<file path="config.mk">
export PLATFORM = sky130hd
export DESIGN_NAME = dual_port_host_decode
export DESIGN_NICKNAME = d
export VERILOG_FILES = /design/src/design/host_decode_pkg.sv /design/src/design/shared_ram_arbiter.sv /design/src/design/dual_port_host_decode.sv
export SDC_FILE = /design/constraint.sdc
export NUM_CORES = 1
export LEC_CHECK = 0
export BUFFER_PORTS_ARGS = -buffer_cell sky130_fd_sc_hd__buf_4
export CAP_MARGIN = 25
export CORE_MARGIN = 3
export CORE_UTILIZATION = 25
export CTS_CLUSTER_DIAMETER = 50
export DETAILED_ROUTE_END_ITERATION = 8
export PLACE_DENSITY_LB_ADDON = 0.08
export SETUP_SLACK_MARGIN = 0.3
export SLEW_MARGIN = 20
export SYNTH_ARGS = -nofsm -noshare
export SYNTH_HDL_FRONTEND = slang
export SYNTH_SLANG_ARGS = --single-unit
</file>
<file path="constraint.sdc">
create_clock -name core_clk -period 3.35 [get_ports core_clk]
set_clock_uncertainty 0.15 [all_clocks]
set_input_delay 0.5025 -clock core_clk [delete_from_list [all_inputs] [get_ports core_clk]]
set_output_delay 0.5025 -clock core_clk [all_outputs]
set_load 0.03 [all_outputs]
</file>
<file path="src/design/host_decode_pkg.sv">
// Shared constants and types for the host decode block.
package host_decode_pkg;
    // Local address regions: scratchpad by full address compare, the others by local address bits 19..16.
    localparam logic [19:0] LOC_SCRATCH_TOP = 20'h01FFF;
    localparam logic [3:0] LOC_SHARED_SEG = 4'h3;
    localparam logic [3:0] LOC_LOCKED_SEG = 4'h7;
    localparam logic [3:0] LOC_ROM_SEG = 4'hF;
    // Local I/O ports, selected by local address bits 7..4.
    localparam logic [3:0] LIO_LEVEL = 4'h0;
    localparam logic [3:0] LIO_CTRL = 4'h1;
    localparam logic [3:0] LIO_VECTOR = 4'h3;
    localparam logic [3:0] LIO_CMD = 4'h4;
    localparam logic [3:0] LIO_STATUS = 4'h5;
    localparam logic [3:0] LIO_CAUSE_LEVEL = 4'h6;
    // Control port codes.
    localparam logic [7:0] CTRL_LOCK_ON = 8'h1E;
    localparam logic [7:0] CTRL_LOCK_OFF = 8'h16;
    localparam logic [7:0] CTRL_VECT_ON = 8'h1D;
    localparam logic [7:0] CTRL_VECT_OFF = 8'h15;
    // Level port fields and status bit positions.
    localparam int LEVEL_ON_BIT = 3;
    localparam int ST_LOCK_BIT = 4;
    localparam int ST_IRQ_BIT = 5;
    localparam int ST_CMD_BIT = 6;
    // Shared RAM slot time.
    localparam int CLK_PERIOD_NS = 10;
    localparam int RAM_SLOT_NS = 100;
    localparam int RAM_SLOT_CYCLES = (RAM_SLOT_NS + CLK_PERIOD_NS - 1) / CLK_PERIOD_NS;
    localparam int NUM_CAUSES = 4;

    typedef enum logic [1:0] {OWN_NONE, OWN_HOST, OWN_LOCAL, OWN_REFRESH} owner_type;

    // Host bus pins as seen after the synchroniser.
    typedef struct packed {
        logic [23:0] addr;
        logic [15:0] data;
        logic memRd;
        logic memWr;
        logic ioRd;
        logic ioWr;
        logic byteHigh;
        logic lock;
        logic intAck;
    } hostPins_type;

    // Board straps and switches.
    typedef struct packed {
        logic [15:0] ioBase;
        logic [7:0] memBase;
        logic narrowIo;
        logic emulation;
    } straps_type;
endpackage

</file>
<file path="src/design/shared_ram_arbiter.sv">
// Arbiter that hands shared RAM slots to refresh, local and host requesters.
`timescale 1ns/10ps
module shared_ram_arbiter (
    // Clock and reset.
    input wire logic core_clk,
    input wire logic reset_n,
    // Requests, held until done.
    input wire logic hostReq,
    input wire logic localReq,
    input wire logic refreshReq,
    // Lock holds.
    input wire logic localLock,
    input wire logic hostLock,
    // Grant.
    output host_decode_pkg::owner_type owner,
    output logic slotDone
);
    import host_decode_pkg::*;

    owner_type owner_q, owner_d;
    logic [7:0] slotCount_q;
    logic slotEnd;
    logic hostOk;
    logic localOk;

    // A slot that is already running is never cut short.
    assign slotEnd = (owner_q != OWN_NONE) && (slotCount_q == 8'(RAM_SLOT_CYCLES - 1));
    assign hostOk = hostReq && !localLock;
    assign localOk = localReq && !hostLock;

    always_comb begin
        owner_d = owner_q;
        case (owner_q)
            OWN_NONE: begin
                if (refreshReq) begin
                    owner_d = OWN_REFRESH;
                end else if (localOk) begin
                    owner_d = OWN_LOCAL;
                end else if (hostOk) begin
                    owner_d = OWN_HOST;
                end
            end
            OWN_HOST, OWN_LOCAL, OWN_REFRESH: begin
                if (slotEnd) begin
                    owner_d = OWN_NONE;
                end
            end
            default: owner_d = OWN_NONE;
        endcase
    end

    // Slot owner and length counter.
    always_ff @(posedge core_clk) begin
        if (!reset_n) begin
            owner_q <= OWN_NONE;
            slotCount_q <= 8'h00;
        end else begin
            owner_q <= owner_d;
            slotCount_q <= (owner_q == OWN_NONE || slotEnd) ? 8'h00 : slotCount_q + 8'h01;
        end
    end

    assign owner = owner_q;
    // Done is flagged in the last slot cycle, while the owner can still be seen.
    assign slotDone = slotEnd;
endmodule

</file>
<file path="src/design/dual_port_host_decode.sv">
// Host slave decode, shared RAM access and host interrupts of the terminal board.
// How it works
// - Host RAM cycles may be single bytes or full 16-bit words.
// - Full I/O mode compares all sixteen host I/O address lines.
// - Narrow I/O mode compares only the low eight address lines.
// - The I/O base is set per single port by switches.
// - Shared RAM sits on any 64K boundary of 16 MB.
// - Host address lines 23..16 are compared with the memory switches.
// - A host RAM cycle waits while refresh or local access runs.
// - The board is only a slave: D16, M24, I16, two-level vectored.
// - Interrupts go out vectored with a vector, or as plain levels.
// - Causes: new input, output done, line status, RAM parity error.
// - Each cause has its own programmable level and vector.
// - All eight channels share each cause's level and vector.
// - Emulation mode uses one plain level, reloaded on any channel reset.
// - Local addresses below 2000H select scratchpad RAM and local I/O.
// - Shared RAM appears unlocked at 3xxxxH and locked at 7xxxxH.
// - Local addresses Fxxxx select the program ROM.
// - Control code 1EH allows host lock, 16H disables it.
`timescale 1ns/10ps
module dual_port_host_decode (
    // Clock and reset.
    input wire logic core_clk,
    input wire logic reset_n,
    // Host bus pins and board straps.
    input host_decode_pkg::hostPins_type hostPins,
    input host_decode_pkg::straps_type straps,
    output logic [15:0] hostDataOut,
    output logic hostDataOe,
    output logic hostAck,
    output logic [7:0] hostIrq,
    // Local processor side.
    input wire logic [19:0] localAddr,
    input wire logic [7:0] localDataIn,
    input wire logic localMemRd,
    input wire logic localMemWr,
    input wire logic localIoRd,
    input wire logic localIoWr,
    output logic [7:0] localDataOut,
    output logic localReady,
    output logic scratchSel,
    output logic romSel,
    output logic lockActive,
    output logic cmdReady,
    // Event sources.
    input wire logic refreshReq,
    input wire logic [3:0] causeEvent,
    input wire logic [3:0] causeClear,
    input wire logic channelReset,
    input wire logic [2:0] commonLevelIn,
    // Shared RAM port.
    input wire logic [15:0] ramRdData,
    output logic [14:0] ramAddr,
    output logic [15:0] ramWrData,
    output logic [1:0] ramByteWe
);
    import host_decode_pkg::*;

    hostPins_type pinMeta_q, pins_q, pinsPrev_q;
    straps_type strapMeta_q, strap_q;
    owner_type owner;
    logic slotDone;
    logic lockAllowed_q, vectored_q, hostBusy_q, localBusy_q;
    logic [7:0] cmd_q, manualLevel_q;
    logic [2:0] causeLevel_q [NUM_CAUSES];
    logic [7:0] causeVector_q [NUM_CAUSES];
    logic [2:0] commonLevel_q;
    logic [3:0] pending_q;

    // Pins cross into the clock domain through two flip-flops.
    always_ff @(posedge core_clk) begin
        pinMeta_q <= hostPins;
        pins_q <= pinMeta_q;
        pinsPrev_q <= pins_q;
        strapMeta_q <= straps;
        strap_q <= strapMeta_q;
    end

    wire memHit = pins_q.addr[23:16] == strap_q.memBase;
    wire ioFull = pins_q.addr[15:0] == strap_q.ioBase;
    wire ioNarrow = pins_q.addr[7:0] == strap_q.ioBase[7:0];
    wire ioHit = strap_q.narrowIo ? ioNarrow : ioFull;
    wire memStart = memHit && (pins_q.memRd || pins_q.memWr) && !hostBusy_q && !hostAck;
    wire ioStart = ioHit && (pins_q.ioRd || pins_q.ioWr) && !hostBusy_q && !hostAck;
    wire ackStart = pins_q.intAck && !pinsPrev_q.intAck && vectored_q && !strap_q.emulation;
    wire strobeGone = !(pins_q.memRd || pins_q.memWr || pins_q.ioRd || pins_q.ioWr || pins_q.intAck);

    wire locScratch = localAddr <= LOC_SCRATCH_TOP;
    wire locUnlocked = localAddr[19:16] == LOC_SHARED_SEG;
    wire locLocked = localAddr[19:16] == LOC_LOCKED_SEG;
    wire locRom = localAddr[19:16] == LOC_ROM_SEG;
    wire locShared = (locUnlocked || locLocked) && (localMemRd || localMemWr);
    wire locIoWr = localIoWr && locScratch;
    wire locIoRd = localIoRd && locScratch;
    wire [1:0] causeSel = localAddr[1:0];

    wire hostWord = pins_q.byteHigh && !pins_q.addr[0];
    wire [1:0] hostLanes = hostWord ? 2'h3 : (pins_q.addr[0] ? 2'h2 : 2'h1);
    wire [15:0] hostWrLanes = (pins_q.addr[0] && !pins_q.byteHigh) ?
        {pins_q.data[7:0], pins_q.data[7:0]} : pins_q.data;

    wire hostLockHold = pins_q.lock && lockAllowed_q && hostBusy_q;

    shared_ram_arbiter arbiter (
        .core_clk(core_clk),
        .reset_n(reset_n),
        .hostReq(hostBusy_q),
        .localReq(localBusy_q),
        .refreshReq(refreshReq),
        .localLock(lockActive),
        .hostLock(hostLockHold),
        .owner(owner),
        .slotDone(slotDone)
    );

    // Lowest numbered pending cause answers an acknowledge.
    wire [1:0] firstCause = pending_q[0] ? 2'd0 : (pending_q[1] ? 2'd1 :
        (pending_q[2] ? 2'd2 : 2'd3));
    wire [3:0] ackClear = ackStart ? 4'(1 << firstCause) : 4'h0;

    wire [3:0] pending_d = causeEvent | (pending_q & ~causeClear & ~ackClear);

    logic [7:0] levelMap;
    always_comb begin
        levelMap = manualLevel_q;
        for (int c = 0; c < NUM_CAUSES; c++) begin
            if (pending_q[c]) begin
                levelMap[strap_q.emulation ? commonLevel_q : causeLevel_q[c]] = 1'b1;
            end
        end
    end

    // Host cycle sequencing and answer.
    always_ff @(posedge core_clk) begin
        if (!reset_n) begin
            hostBusy_q <= 1'b0;
            hostAck <= 1'b0;
            hostDataOut <= 16'h0000;
            hostDataOe <= 1'b0;
            cmd_q <= 8'h00;
            cmdReady <= 1'b0;
        end else begin
            if (memStart) begin
                hostBusy_q <= 1'b1;
            end else if (slotDone && owner == OWN_HOST) begin
                hostBusy_q <= 1'b0;
                hostAck <= 1'b1;
                hostDataOe <= pins_q.memRd;
                hostDataOut <= (pins_q.addr[0] && !pins_q.byteHigh) ?
                    {8'h00, ramRdData[15:8]} : ramRdData;
            end else if (ioStart) begin
                hostAck <= 1'b1;
                hostDataOe <= pins_q.ioRd;
                hostDataOut <= {8'h00, 1'b0, cmdReady, |pending_q, lockActive, 4'h0};
            end else if (ackStart) begin
                hostAck <= 1'b1;
                hostDataOe <= 1'b1;
                hostDataOut <= {8'h00, causeVector_q[firstCause]};
            end else if (strobeGone) begin
                hostAck <= 1'b0;
                hostDataOe <= 1'b0;
            end
            // A new host command wins over the local read that clears it.
            if (ioStart && pins_q.ioWr) begin
                cmd_q <= pins_q.data[7:0];
                cmdReady <= 1'b1;
            end else if (locIoRd && localAddr[7:4] == LIO_CMD) begin
                cmdReady <= 1'b0;
            end
        end
    end

    // Local programming writes and interrupt state.
    always_ff @(posedge core_clk) begin
        if (!reset_n) begin
            lockAllowed_q <= 1'b0;
            vectored_q <= 1'b0;
            manualLevel_q <= 8'h00;
            commonLevel_q <= 3'h0;
            pending_q <= 4'h0;
            hostIrq <= 8'h00;
            for (int c = 0; c < NUM_CAUSES; c++) begin
                causeLevel_q[c] <= 3'h0;
                causeVector_q[c] <= 8'h00;
            end
        end else begin
            pending_q <= pending_d;
            hostIrq <= levelMap;
            if (channelReset) begin
                commonLevel_q <= commonLevelIn;
            end
            if (locIoWr) begin
                case (localAddr[7:4])
                    LIO_CTRL: begin
                        if (localAddr[7:0] == CTRL_LOCK_ON) lockAllowed_q <= 1'b1;
                        if (localAddr[7:0] == CTRL_LOCK_OFF) lockAllowed_q <= 1'b0;
                        if (localAddr[7:0] == CTRL_VECT_ON) vectored_q <= 1'b1;
                        if (localAddr[7:0] == CTRL_VECT_OFF) vectored_q <= 1'b0;
                    end
                    LIO_LEVEL: begin
                        if (localAddr[LEVEL_ON_BIT]) begin
                            manualLevel_q[localAddr[2:0]] <= 1'b1;
                        end else if (!vectored_q) begin
                            manualLevel_q[localAddr[2:0]] <= 1'b0;
                        end
                    end
                    LIO_VECTOR: causeVector_q[causeSel] <= localDataIn;
                    LIO_CAUSE_LEVEL: causeLevel_q[causeSel] <= localDataIn[2:0];
                    default: ;
                endcase
            end
        end
    end

    // Local accesses, shared RAM driving and region selects.
    always_ff @(posedge core_clk) begin
        if (!reset_n) begin
            localBusy_q <= 1'b0;
            localReady <= 1'b0;
            localDataOut <= 8'h00;
            lockActive <= 1'b0;
            scratchSel <= 1'b0;
            romSel <= 1'b0;
            ramAddr <= 15'h0000;
            ramWrData <= 16'h0000;
            ramByteWe <= 2'h0;
        end else begin
            scratchSel <= locScratch && (localMemRd || localMemWr);
            romSel <= locRom && (localMemRd || localMemWr);
            localReady <= 1'b0;
            ramByteWe <= 2'h0;
            if (locShared && !localBusy_q && !localReady) begin
                localBusy_q <= 1'b1;
                lockActive <= locLocked;
            end else if (slotDone && owner == OWN_LOCAL) begin
                localBusy_q <= 1'b0;
                localReady <= 1'b1;
                localDataOut <= localAddr[0] ? ramRdData[15:8] : ramRdData[7:0];
            end else if (locIoRd && localAddr[7:4] == LIO_STATUS) begin
                localReady <= 1'b1;
                localDataOut <= {1'b0, cmdReady, |pending_q, lockActive, 4'h0};
            end else if (locIoRd && localAddr[7:4] == LIO_CMD) begin
                localReady <= 1'b1;
                localDataOut <= cmd_q;
            end else if (localMemRd && !locScratch && !locRom && !locShared) begin
                localReady <= 1'b1;
                localDataOut <= 8'h00;
            end
            // Address and data are presented for the granted slot.
            if (owner == OWN_HOST) begin
                ramAddr <= pins_q.addr[15:1];
                ramWrData <= hostWrLanes;
                ramByteWe <= pins_q.memWr ? hostLanes : 2'h0;
            end else if (owner == OWN_LOCAL) begin
                ramAddr <= localAddr[15:1];
                ramWrData <= {localDataIn, localDataIn};
                ramByteWe <= localMemWr ? (localAddr[0] ? 2'h2 : 2'h1) : 2'h0;
            end
        end
    end
endmodule

</file>
==> impl_results.md, run 1 <==
- Top-area cell type share of the netlist area: 0.482
- Design area: 15,000 µm²
- Largest net degree at the start of global routing: 72
- Fin crit share: 0.784
- Pwr/cell area: 637 nW/µm²
- Crit-path max FO: 10
- Fin Setup TNS: 0 ns
- Placed Area: 12,800 µm²
- Gr usage total: 0.154
- Ys async rst share: 0
- Fin. max-slew vios: 0
- # setup viols final: 0
- Fill count: 4,110
- Mapped cell area: 10,600 µm²
- Die Width: 212 µm
- Area delta synth->final: 41.3%
- WL final: 35.1 mm
- Initial DRC count: 366
- Htree depth: 2
- GPL Wtd Cong: 0.803
- Peak VDD IR: 0.327 mV
- Worst Tran Pin Value: 0.828 ns
- Outcome: complete, no violations
- Synth cell types: 62
- Most common cell in the synthesized netlist: dfxtp_1
- Tmin final: 2.63 ns
- Reg area: 6450 µm²
- Share of cells above drive strength 1: 0.254
- Crit path kind: flop to flop
- Sequential cell area fraction in the yosys report: 0.607
- Ports: 208
- Core Area: 41,400 µm²
- Commonest cells post-synth: dfxtp_1 (256), nor2_1 (124), mux2i_1 (80), a21oi_1 (49), edfxtp_1 (44)
- Initial core utilization: 0.257
- Synth Register Bits: 300
- Cts repair resizes: 0
- CTS Root Cell: clkbuf_16
- Footprint of the multi-input gates: 3910 µm²
- GRT overflow: 0
- Critical Path RT: 3.63 ns
- Leakage: 0.00624 µW
- Port Buffer Count: 207
- Placed cell count: 1,680
- Row cnt: 74
- DIE HEIGHT: 212 µm
- Hpwl dp: 25.4 mm
- Slew HR: 0.447
- Post-synth EDFFs: 44
- Mapped Cells: 974
- Clock sink count: 300
- Syn nets: 1,115
- Routed WL per cell: 19.1 µm
- Finished Layout Cells: 1,835
- Postcts setup bufs: 0
- Global-route wire length before repair: 51.8 mm
- Final hold violation count: 0
- Synth area leaders: dfxtp_1 (48%), edfxtp_1 (12%), mux2i_1 (7.5%)
- Worst-Skew Late Latency: 0.55 ns
- RSZ-0062 raised after global routing: false
- Vias in the first global route: 8,225
- Via count: 8,267
- CTS tree: yes
- Synth Area per Inst: 10.9 µm²
- Post-layout util: 0.363
- HP Class: primary input to flop
- Antenna Nets Post-Route: 0
- Max-cap viol count: 0
- Arr. time, crit path: 2.91 ns
- CP Launch Type: flop
- Fmax: 381 MHz
- Syn. warnings: 0
- Leading area contributor after synthesis: dfxtp_1
- Vias/cell: 4.51
- Max clock buf depth: 3
- Final net count: 1,409
- Crit end category: flop
- Drt first pass iters: 5
- Drc violations: 0
- TritonCTS Buffers: 42
- Initial antenna violation count: 5
- Dominant synthesized flop cell: dfxtp_1
- Total Die Area: 45,000 µm²
- Clk pin slew, worst setup/hold paths: 0.06 ns
-- report_power, final --
| part | internal, µW | switching [µW] |
|---|---|---|
| registers | 3860 | 122 |
| logic | 474 | 610 |
| clock network | 2800 | 1700 |
| total | 7140 | 2430 |
-- worst max-delay path, stage by stage (launching register included) --
cell	delay, ns
dfxtp_1	0.37
nor2_1	0.08
or4_4	0.49
or4_4	0.57
o21ai_4	0.34
nand2_2	0.14
o311a_1	0.38
-- sequential cells by signal, indices dropped and copies added (netlist names), 2 cells and up, named ones only --
signal / flops
hostDataOut: 16
localDataOut: 8
arbiter.slotCount_q: 8
arbiter.owner: 2
ramWrData: 16
causeLevel_q: 12
causeVector_q: 32
pins_q: 47
pending_q: 4
cmd_q: 8
ramByteWe: 2
hostIrq: 8
pinMeta_q: 47
strapMeta_q: 26
commonLevel_q: 3
ramAddr: 15
strap_q: 26
-- placed cells by master, fill, tap and decap left out, drive strengths merged, types with 6 or more instances in the layout --
cell type,Yosys,layout
dfxtp,256,256
buf,12,226
nor2,125,125
mux2i,80,80
dlygate4sd3,0,76
clkbuf,40,51
a21oi,49,49
edfxtp,44,44
nand2,42,42
a211oi,38,38
and3,37,37
o21ai,32,32
inv,19,25
nand3,19,19
xor2,18,18
nor3,16,16
o22ai,16,16
a31oi,15,15
clkinv,1,13
xnor2,12,12
nand4,11,11
o32a,10,10
o211ai,10,10
nor4,7,7
nand2b,6,6
o31ai,6,6
nor3b,6,6
-- area by class of cell --
cell class	instances	share of cell area
Timing Repair Buffer	302	0.165
Inverter	20	0.00500
Tap cell	532	0.0443
Multi-Input combinational cell	602	0.260
Antenna cell	2	0.000333
Clock inverter	26	0.0187
Clock buffer	51	0.0770
Sequential cell	300	0.429
-- what timing repair did --
item / in CTS / in global routing
setup endpoints to repair: 0 / 0
hold buffers: 76 / 0
hold endpoints to repair: 76 / 0
-- routing by layer --
metal | vias to the layer above | track usage | routed length, µm | share of wire
li1 | 4103 | - | - | -
met1 | 3856 | 0.203 | 15900 | 0.45
met2 | 249 | 0.242 | 15900 | 0.45
met3 | 55 | 0.0502 | 2590 | 0.074
met4 | 4 | 0.0434 | 777 | 0.022
met5 | - | 0 | 25 | 0.00071
-- final timing paths --
kind / startpoint / to / slack, ns / cells after the start
worst max register to register: pins_q[4] / hostDataOut[4] / 0.72 / 6
worst min-delay path: localAddr[19] / scratchSel / 0.04 / 2
worst min register to register: pinMeta_q[43] / pins_q[43] / 0.17 / 0
worst max-delay path: pins_q[4] / hostDataOut[4] / 0.72 / 6
-- logic make-up (layout without fill, tap and decap cells) --
logic type	count (synthesis)	count (layout)	share of synthesized area
simple gates	289	289	0.136
compound gates	193	193	0.121
xor+xnor	30	30	0.0247
mux	85	85	0.0806
other cells	0	2	0
flops	300	300	0.607
buf+inv	72	399	0.0260
fa+ha+maj	5	5	0.00589
-- through the flow --
step / hold WS [ns] / total power [µW] / worst slack [ns]
final: 0.0373 / 9560 / 0.724
after global routing: 0.0214 / 9980 / 0.632
after CTS: 0.00531 / 9730 / 0.722
after detailed placement: 0.162 / 5090 / 0.270
after global placement: 0.162 / 5090 / 0.318
after floorplan: 0.160 / 4600 / 0.839
(Power assumes the default switching activity.)
==> run 2: changes to the inputs <==
Clock period 3.35 ns to 2.32 ns, I/O delays scaled along.
==> run 2 against run 1 <==
Final area increased by 6.6%. Critical endpoint unchanged. Highest routed layer is now met4. Sequential cell count unchanged. Hold slack improved by 0.0088 ns.
==> impl_results.md, run 2 (same netlist as run 1, synthesis figures left out) <==
- Placed Area: 13,200 µm² (was 12,800 µm²)
- Final Power: 13,500 µW (was 9560 µW)
- Fill count: 4,033 (was 4,110)
- Largest stage delay on the critical path: 0.48 ns (was 0.57 ns)
- Worst path slowest cell: or4_4 (unchanged)
- Fin. max-slew vios: 0 (unchanged)
- Crit path kind: flop to flop (unchanged)
- Worst Tran Pin Value: 0.571 ns (was 0.828 ns)
- Critical Path RT: 2.60 ns (was 3.63 ns)
- Worst-path cell chain: xor2_1, or4_4, or4_4, o21ai_4, nand2_2, o311a_1 (was nor2_1, or4_4, or4_4, o21ai_4, nand2_2, o311a_1)
- Row cnt: 74 (unchanged)
- Drc violations: 0 (unchanged)
- Vias/cell: 4.47 (was 4.51)
- Clock power frac: 0.449 (was 0.470)
- Peak VDD IR: 0.474 mV (was 0.327 mV)
- Gr usage total: 0.155 (was 0.154)
- Final hold violation count: 0 (unchanged)
- Largest regs: pinMeta_q: 47 flops, pins_q: 47 flops, causeVector_q: 32 flops (unchanged)
- Htree depth: 2 (unchanged)
- Drt first pass iters: 5 (unchanged)
- Psw: 3570 µW (was 2430 µW)
- # setup viols final: 0 (unchanged)
- Final net count: 1,492 (was 1,409)
- Reg-to-Reg End: hostDataOut[4] (unchanged)
- TritonCTS Buffers: 41 (was 42)
- Endpoint, Worst Hold: causeVector_q[3][5] (was scratchSel)
- Reg power frac: 0.424 (was 0.417)
- Leakage: 0.00668 µW (was 0.00624 µW)
- GPL Wtd Cong: 0.841 (was 0.803)
- Via count: 8,562 (was 8,267)
- Most common cell after layout, fill and taps aside: buf_4 (was dfxtp_1)
- Pwr/cell area: 846 nW/µm² (was 637 nW/µm²)
- Worst hold start: localDataIn[5] (was localAddr[19])
- Slew HR: 0.619 (was 0.447)
- WL final: 35.4 mm (was 35.1 mm)
- Most frequent cells in the layout: buf_4 (258), dfxtp_1 (245), nor2_1 (120), dlygate4sd3_1 (112), mux2i_1 (79) (was dfxtp_1 (256), buf_4 (224), nor2_1 (124), mux2i_1 (80), dlygate4sd3_1 (76))
- Initial core utilization: 0.257 (unchanged)
- Tmin final: 2.30 ns (was 2.63 ns)
- Routed WL per cell: 18.5 µm (was 19.1 µm)
- Initial DRC count: 401 (was 366)
- Hold Worst Slack: 0.0461 ns (was 0.0373 ns)
- Max clock buf depth: 3 (unchanged)
- Place WS: -0.153 ns (was 0.270 ns)
- Design area: 16,000 µm² (was 15,000 µm²)
- HP Class: primary input to flop (unchanged)
- Fin crit share: 0.993 (was 0.784)
- Arr. time, crit path: 2.59 ns (was 2.91 ns)
- Max-cap viol count: 0 (unchanged)
- DIE HEIGHT: 212 µm (unchanged)
- CP Launch Type: flop (unchanged)
- Cell internal pwr: 9980 µW (was 7140 µW)
- RR Startpoint: strap_q[11] (was pins_q[4])
- Crit end category: flop (unchanged)
- GRT overflow: 0 (unchanged)
- Switching Share: 0.263 (was 0.254)
- Hold depth: 2 (unchanged)
- Total Die Area: 45,000 µm² (unchanged)
- Outcome: complete, no violations (unchanged)
- Cells on worst reg2reg path: 6 (unchanged)
- CTS tree: yes (unchanged)
- Worst reg2reg setup slack: 0.02 ns (was 0.72 ns)
- Largest net degree at the start of global routing: 73 (was 72)
- Antenna Nets Post-Route: 0 (unchanged)
- CTS Root Cell: clkbuf_16 (unchanged)
- Comb power frac: 0.127 (was 0.113)
- Clock sink count: 300 (unchanged)
- RSZ-0062 raised after global routing: true (was false)
- Vias in the first global route: 8,655 (was 8,225)
- Worst-Skew Late Latency: 0.56 ns (was 0.55 ns)
- Crit-path max FO: 3 (was 10)
- Clk pin slew, worst setup/hold paths: 0.06 ns (about the same)
- Core Area: 41,400 µm² (unchanged)
- Share of cells above drive strength 1: 0.303 (was 0.254)
- Ports: 208 (unchanged)
- Initial antenna violation count: 2 (was 5)
- Area delta synth->final: 50.7% (was 41.3%)
- Global-route wire length before repair: 52.6 mm (was 51.8 mm)
- Port Buffer Count: 207 (unchanged)
- Hpwl dp: 25.4 mm (about the same)
- CP dominant cell by count: or4_4 (unchanged)
- Die Width: 212 µm (unchanged)
- Min setup slack post-route: 0.0173 ns (was 0.724 ns)
- Fmax: 434 MHz (was 381 MHz)
run 2: worst max-delay path by stage:
| stage | startpoint | end | slack, ns | cells after the start |
|---|---|---|---|---|
| 2_1_floorplan | strap_q[11] | hostDataOut[4] | 0.02 | 6 |
| 3_3_place_gp | localAddr[18] | causeVector_q[1][5] | -0.14 | 8 |
| 3_5_place_dp | localAddr[18] | causeVector_q[1][3] | -0.15 | 7 |
| 4_1_cts | pins_q[24] | hostDataOut[4] | -0.02 | 6 |
| 5_1_grt | strap_q[11] | hostDataOut[6] | -0.02 | 6 |
| 6_report | strap_q[11] | hostDataOut[4] | 0.02 | 6 |
run 2: timing repair:
action | CTS | global route
gates resized for setup | 29 | 41
hold buffers | 112 | 0
pin swaps | 11 | 15
setup buffers | 4 | 5
cloned | 1 | 1
setup endpoints to repair | 35 | 40
hold endpoints to repair | 105 | 0
run 2: worst max-delay path: cells and delay by family (launching register included):
kind | cells | cell delay (ns)
compound gates | 2 | 0.53
xor+xnor | 1 | 0.15
flops | 1 | 0.31
simple gates | 3 | 1.03
run 2: power by group through the flow:
| stage | Combinational (µW) | Clock [µW] | Sequential, µW |
|---|---|---|---|
| 4_1_cts | 1710 | 6290 | 5750 |
| 6_report | 1720 | 6080 | 5750 |
| 3_3_place_gp | 1540 | 0 | 5850 |
| 3_5_place_dp | 1540 | 0 | 5860 |
| 2_1_floorplan | 622 | 0 | 6020 |
| 5_1_grt | 1860 | 6500 | 5780 |
run 2: final cells by class:
| cell class | instances | area, µm² | share of cell area |
|---|---|---|---|
| inverter | 20 | 75.1 | 0.00469 |
| tap | 532 | 666 | 0.0416 |
| clock buffer | 49 | 1110 | 0.0692 |
| timing repair buffer | 386 | 3340 | 0.208 |
| clock inverter | 27 | 234 | 0.0146 |
| antenna | 1 | 2.50 | 0.000156 |
| multi-input combinational | 602 | 4130 | 0.258 |
| sequential | 300 | 6460 | 0.404 |
run 2: through the flow:
stage	utilization	std cells	setup TNS, ns
finish	0.387	1917	0
global route	0.387	1917	-0.0520
CTS	0.382	1910	-0.0358
detailed placement	0.319	1717	-8.15
global placement	0.319	1717	-7.66
floorplan	-	974	0
run 2: routing by layer:
layer,share of wire,GRT usage,vias up
met5,0,0,-
met4,0.027,0.0577,0
met3,0.048,0.0313,55
met2,0.47,0.255,205
met1,0.45,0.201,4033
li1,-,-,4269
==> run 3: changes to the inputs <==
Settings changed: CELL_PAD_IN_SITES_DETAIL_PLACEMENT set to 1, CELL_PAD_IN_SITES_GLOBAL_PLACEMENT set to 2, CORE_MARGIN 3 to 2, SETUP_SLACK_MARGIN 0.3 to 0.5.
==> run 3 against run 2 <==
Critical path depth grew 2. Clock-buffer cell count rose by 5. Sequential power hardly changed. First-iteration DRC count decreased by 23%. Register-to-register slack lost 0.05 ns. Global-route usage up 2.0 points. Sequential share of layout area down 1.6 points. Maximum frequency is 2.3% lower. Critical endpoint unchanged. The flow now finishes with violations (setup timing). Largest cell class unchanged. Combinational power is 6% higher.
==> impl_results.md, run 3 (same netlist as run 1, synthesis figures left out) <==
- Routed WL per cell: 19.7 µm (was 18.5 µm)
- GPL Wtd Cong: 0.778 (was 0.841)
- Finished Layout Cells: 1,947 (was 1,917)
- Drt first pass iters: 4 (was 5)
- Antenna Nets Post-Route: 0 (unchanged)
- Largest regs: pinMeta_q: 47 flops, pins_q: 47 flops, causeVector_q: 32 flops (unchanged)
- Clk pin slew, worst setup/hold paths: 0.06 ns (about the same)
- Core Area: 41,900 µm² (was 41,400 µm²)
- Gr usage total: 0.174 (was 0.155)
- Worst-Skew Late Latency: 0.55 ns (was 0.56 ns)
- Post-layout util: 0.397 (was 0.387)
- HP Class: primary input to flop (unchanged)
- Footprint of the multi-input gates: 4420 µm² (was 4130 µm²)
- Worst Tran Pin Value: 0.540 ns (was 0.571 ns)
- Placed cell count: 1,735 (was 1,717)
- Slew HR: 0.637 (was 0.619)
- CTS Root Cell: clkbuf_16 (unchanged)
- Final hold violation count: 0 (unchanged)
- Fmax: 424 MHz (was 434 MHz)
- Max-cap viol count: 0 (unchanged)
- Place WS: -0.211 ns (was -0.153 ns)
- CTS tree: yes (unchanged)
- Fin crit share: 1.02 (was 0.993)
- Placed Area: 13,300 µm² (was 13,200 µm²)
- Leakage: 0.00685 µW (was 0.00668 µW)
- RSZ-0062 raised after global routing: true (unchanged)
- Area delta synth->final: 56.7% (was 50.7%)
- Outcome: complete, but fails checks (was complete, no violations)
- Initial core utilization: 0.253 (was 0.257)
- Via count: 8,793 (was 8,562)
- DIE HEIGHT: 210 µm (was 212 µm)
- Crit-path max FO: 4 (was 3)
- WL final: 38.3 mm (was 35.4 mm)
- Final Power: 14,300 µW (was 13,500 µW)
- Drc violations: 0 (unchanged)
- # setup viols final: 6 (was 0)
- Failing checks: setup timing
- Largest net degree at the start of global routing: 45 (was 73)
- Hpwl dp: 27.2 mm (was 25.4 mm)
- Min setup slack post-route: -0.0371 ns (was 0.0173 ns)
- Port Buffer Count: 207 (unchanged)
- Ports: 208 (unchanged)
- Htree depth: 2 (unchanged)
- Fill count: 4,539 (was 4,033)
- GRT overflow: 0 (unchanged)
- CP Launch Type: flop (unchanged)
- Design area: 16,700 µm² (was 16,000 µm²)
- Arr. time, crit path: 2.64 ns (was 2.59 ns)
- Share of cells above drive strength 1: 0.355 (was 0.303)
- Pwr/cell area: 858 nW/µm² (was 846 nW/µm²)
- Crit path kind: flop to flop (unchanged)
- Row cnt: 75 (was 74)
- Peak VDD IR: 0.514 mV (was 0.474 mV)
- Crit end category: flop (unchanged)
- Fin. max-slew vios: 0 (unchanged)
- Initial DRC count: 307 (was 401)
- Initial antenna violation count: 1 (was 2)
- Critical Path RT: 2.60 ns (about the same)
- Most common cell after layout, fill and taps aside: buf_4 (unchanged)
- TritonCTS Buffers: 44 (was 41)
- Most frequent cells in the layout: buf_4 (265), dfxtp_1 (248), nor2_1 (114), dlygate4sd3_1 (103), mux2i_1 (78) (was buf_4 (258), dfxtp_1 (245), nor2_1 (120), dlygate4sd3_1 (112), mux2i_1 (79))
- Global-route wire length before repair: 57.6 mm (was 52.6 mm)
- Tmin final: 2.36 ns (was 2.30 ns)
- Max clock buf depth: 3 (unchanged)
- Vias/cell: 4.52 (was 4.47)
- Reg area: 6460 µm² (about the same)
- Vias in the first global route: 9,490 (was 8,655)
- Final net count: 1,515 (was 1,492)
- Die Width: 210 µm (was 212 µm)
- Clock sink count: 300 (unchanged)
- Total Die Area: 44,200 µm² (was 45,000 µm²)
==> run 3: cell types whose count changed in the layout (fill, tap and decap cells not counted), moves of 4 or more <==
cell | before | now
and3_4 | 1 | 27
dlygate4sd3_1 | 112 | 103
nor2_2 | 3 | 7
buf_6 | 5 | 21
nor2_1 | 120 | 114
o21ai_1 | 1 | 8
buf_4 | 258 | 265
o21ai_0 | 22 | 15
and3_1 | 36 | 9
==> run 3: worst max-delay path, stage by stage (launching register included) <==
cell and delay, ns:
dfxtp_2 0.31, xnor2_1 0.14, buf_4 0.15, nand3_2 0.08
buf_6 0.14, or4_4 0.57, o21ai_4 0.25, nand2_2 0.10
o311a_1 0.35
==> run 3: layer usage <==
layer / vias to the layer above / GRT usage / share of wire
met2: 186 / 0.294 / 0.48
met5: - / 0 / 0
met1: 4243 / 0.219 / 0.44
met4: 0 / 0.0602 / 0.023
li1: 4307 / - / -
met3: 57 / 0.0399 / 0.056
==> run 3: path summary, 6_finish.rpt <==
path | from | endpoint | slack [ns] | depth (start not counted)
max | strap_q[10] | hostDataOut[4] | -0.04 | 8
max reg2reg | strap_q[10] | hostDataOut[4] | -0.04 | 8
min | localAddr[11] | ramAddr[10] | 0.03 | 3
min reg2reg | pinMeta_q[1] | pins_q[1] | 0.17 | 0
==> run 3: cell type report <==
type / count / area share
antenna: 1 / 0.000150
clock buffer: 54 / 0.0727
clock inverter: 25 / 0.0164
inverter: 20 / 0.00451
multi-input combinational: 605 / 0.265
sequential: 300 / 0.388
tap: 539 / 0.0405
timing repair buffer: 403 / 0.213
==> run 3: timing repair <==
item	CTS	global route
hold endpoints to repair	101	0
setup buffers	18	6
endpoints found under the setup margin	103	123
pin swaps	23	36
gates resized for setup	60	81
gates cloned	5	0
hold buffers	103	0
==> run 3: metrics by stage <==
stage / hold slack (ns) / TNS [ns]
5_1_grt: 0.0389 / -0.788
2_1_floorplan: 0.160 / 0
3_3_place_gp: 0.160 / -7.97
3_5_place_dp: 0.163 / -11.96
6_report: 0.0293 / -0.0919
4_1_cts: 0.00766 / -0.362
==> run 3: power by group <==
part           total (µW)  switching, µW  internal, µW  leakage [µW]
Combinational        1830            982           851       0.00359
Sequential           5750            166          5580       0.00255
Clock                6700           2520          4190      0.000709
Total               14300           3670         10600       0.00685
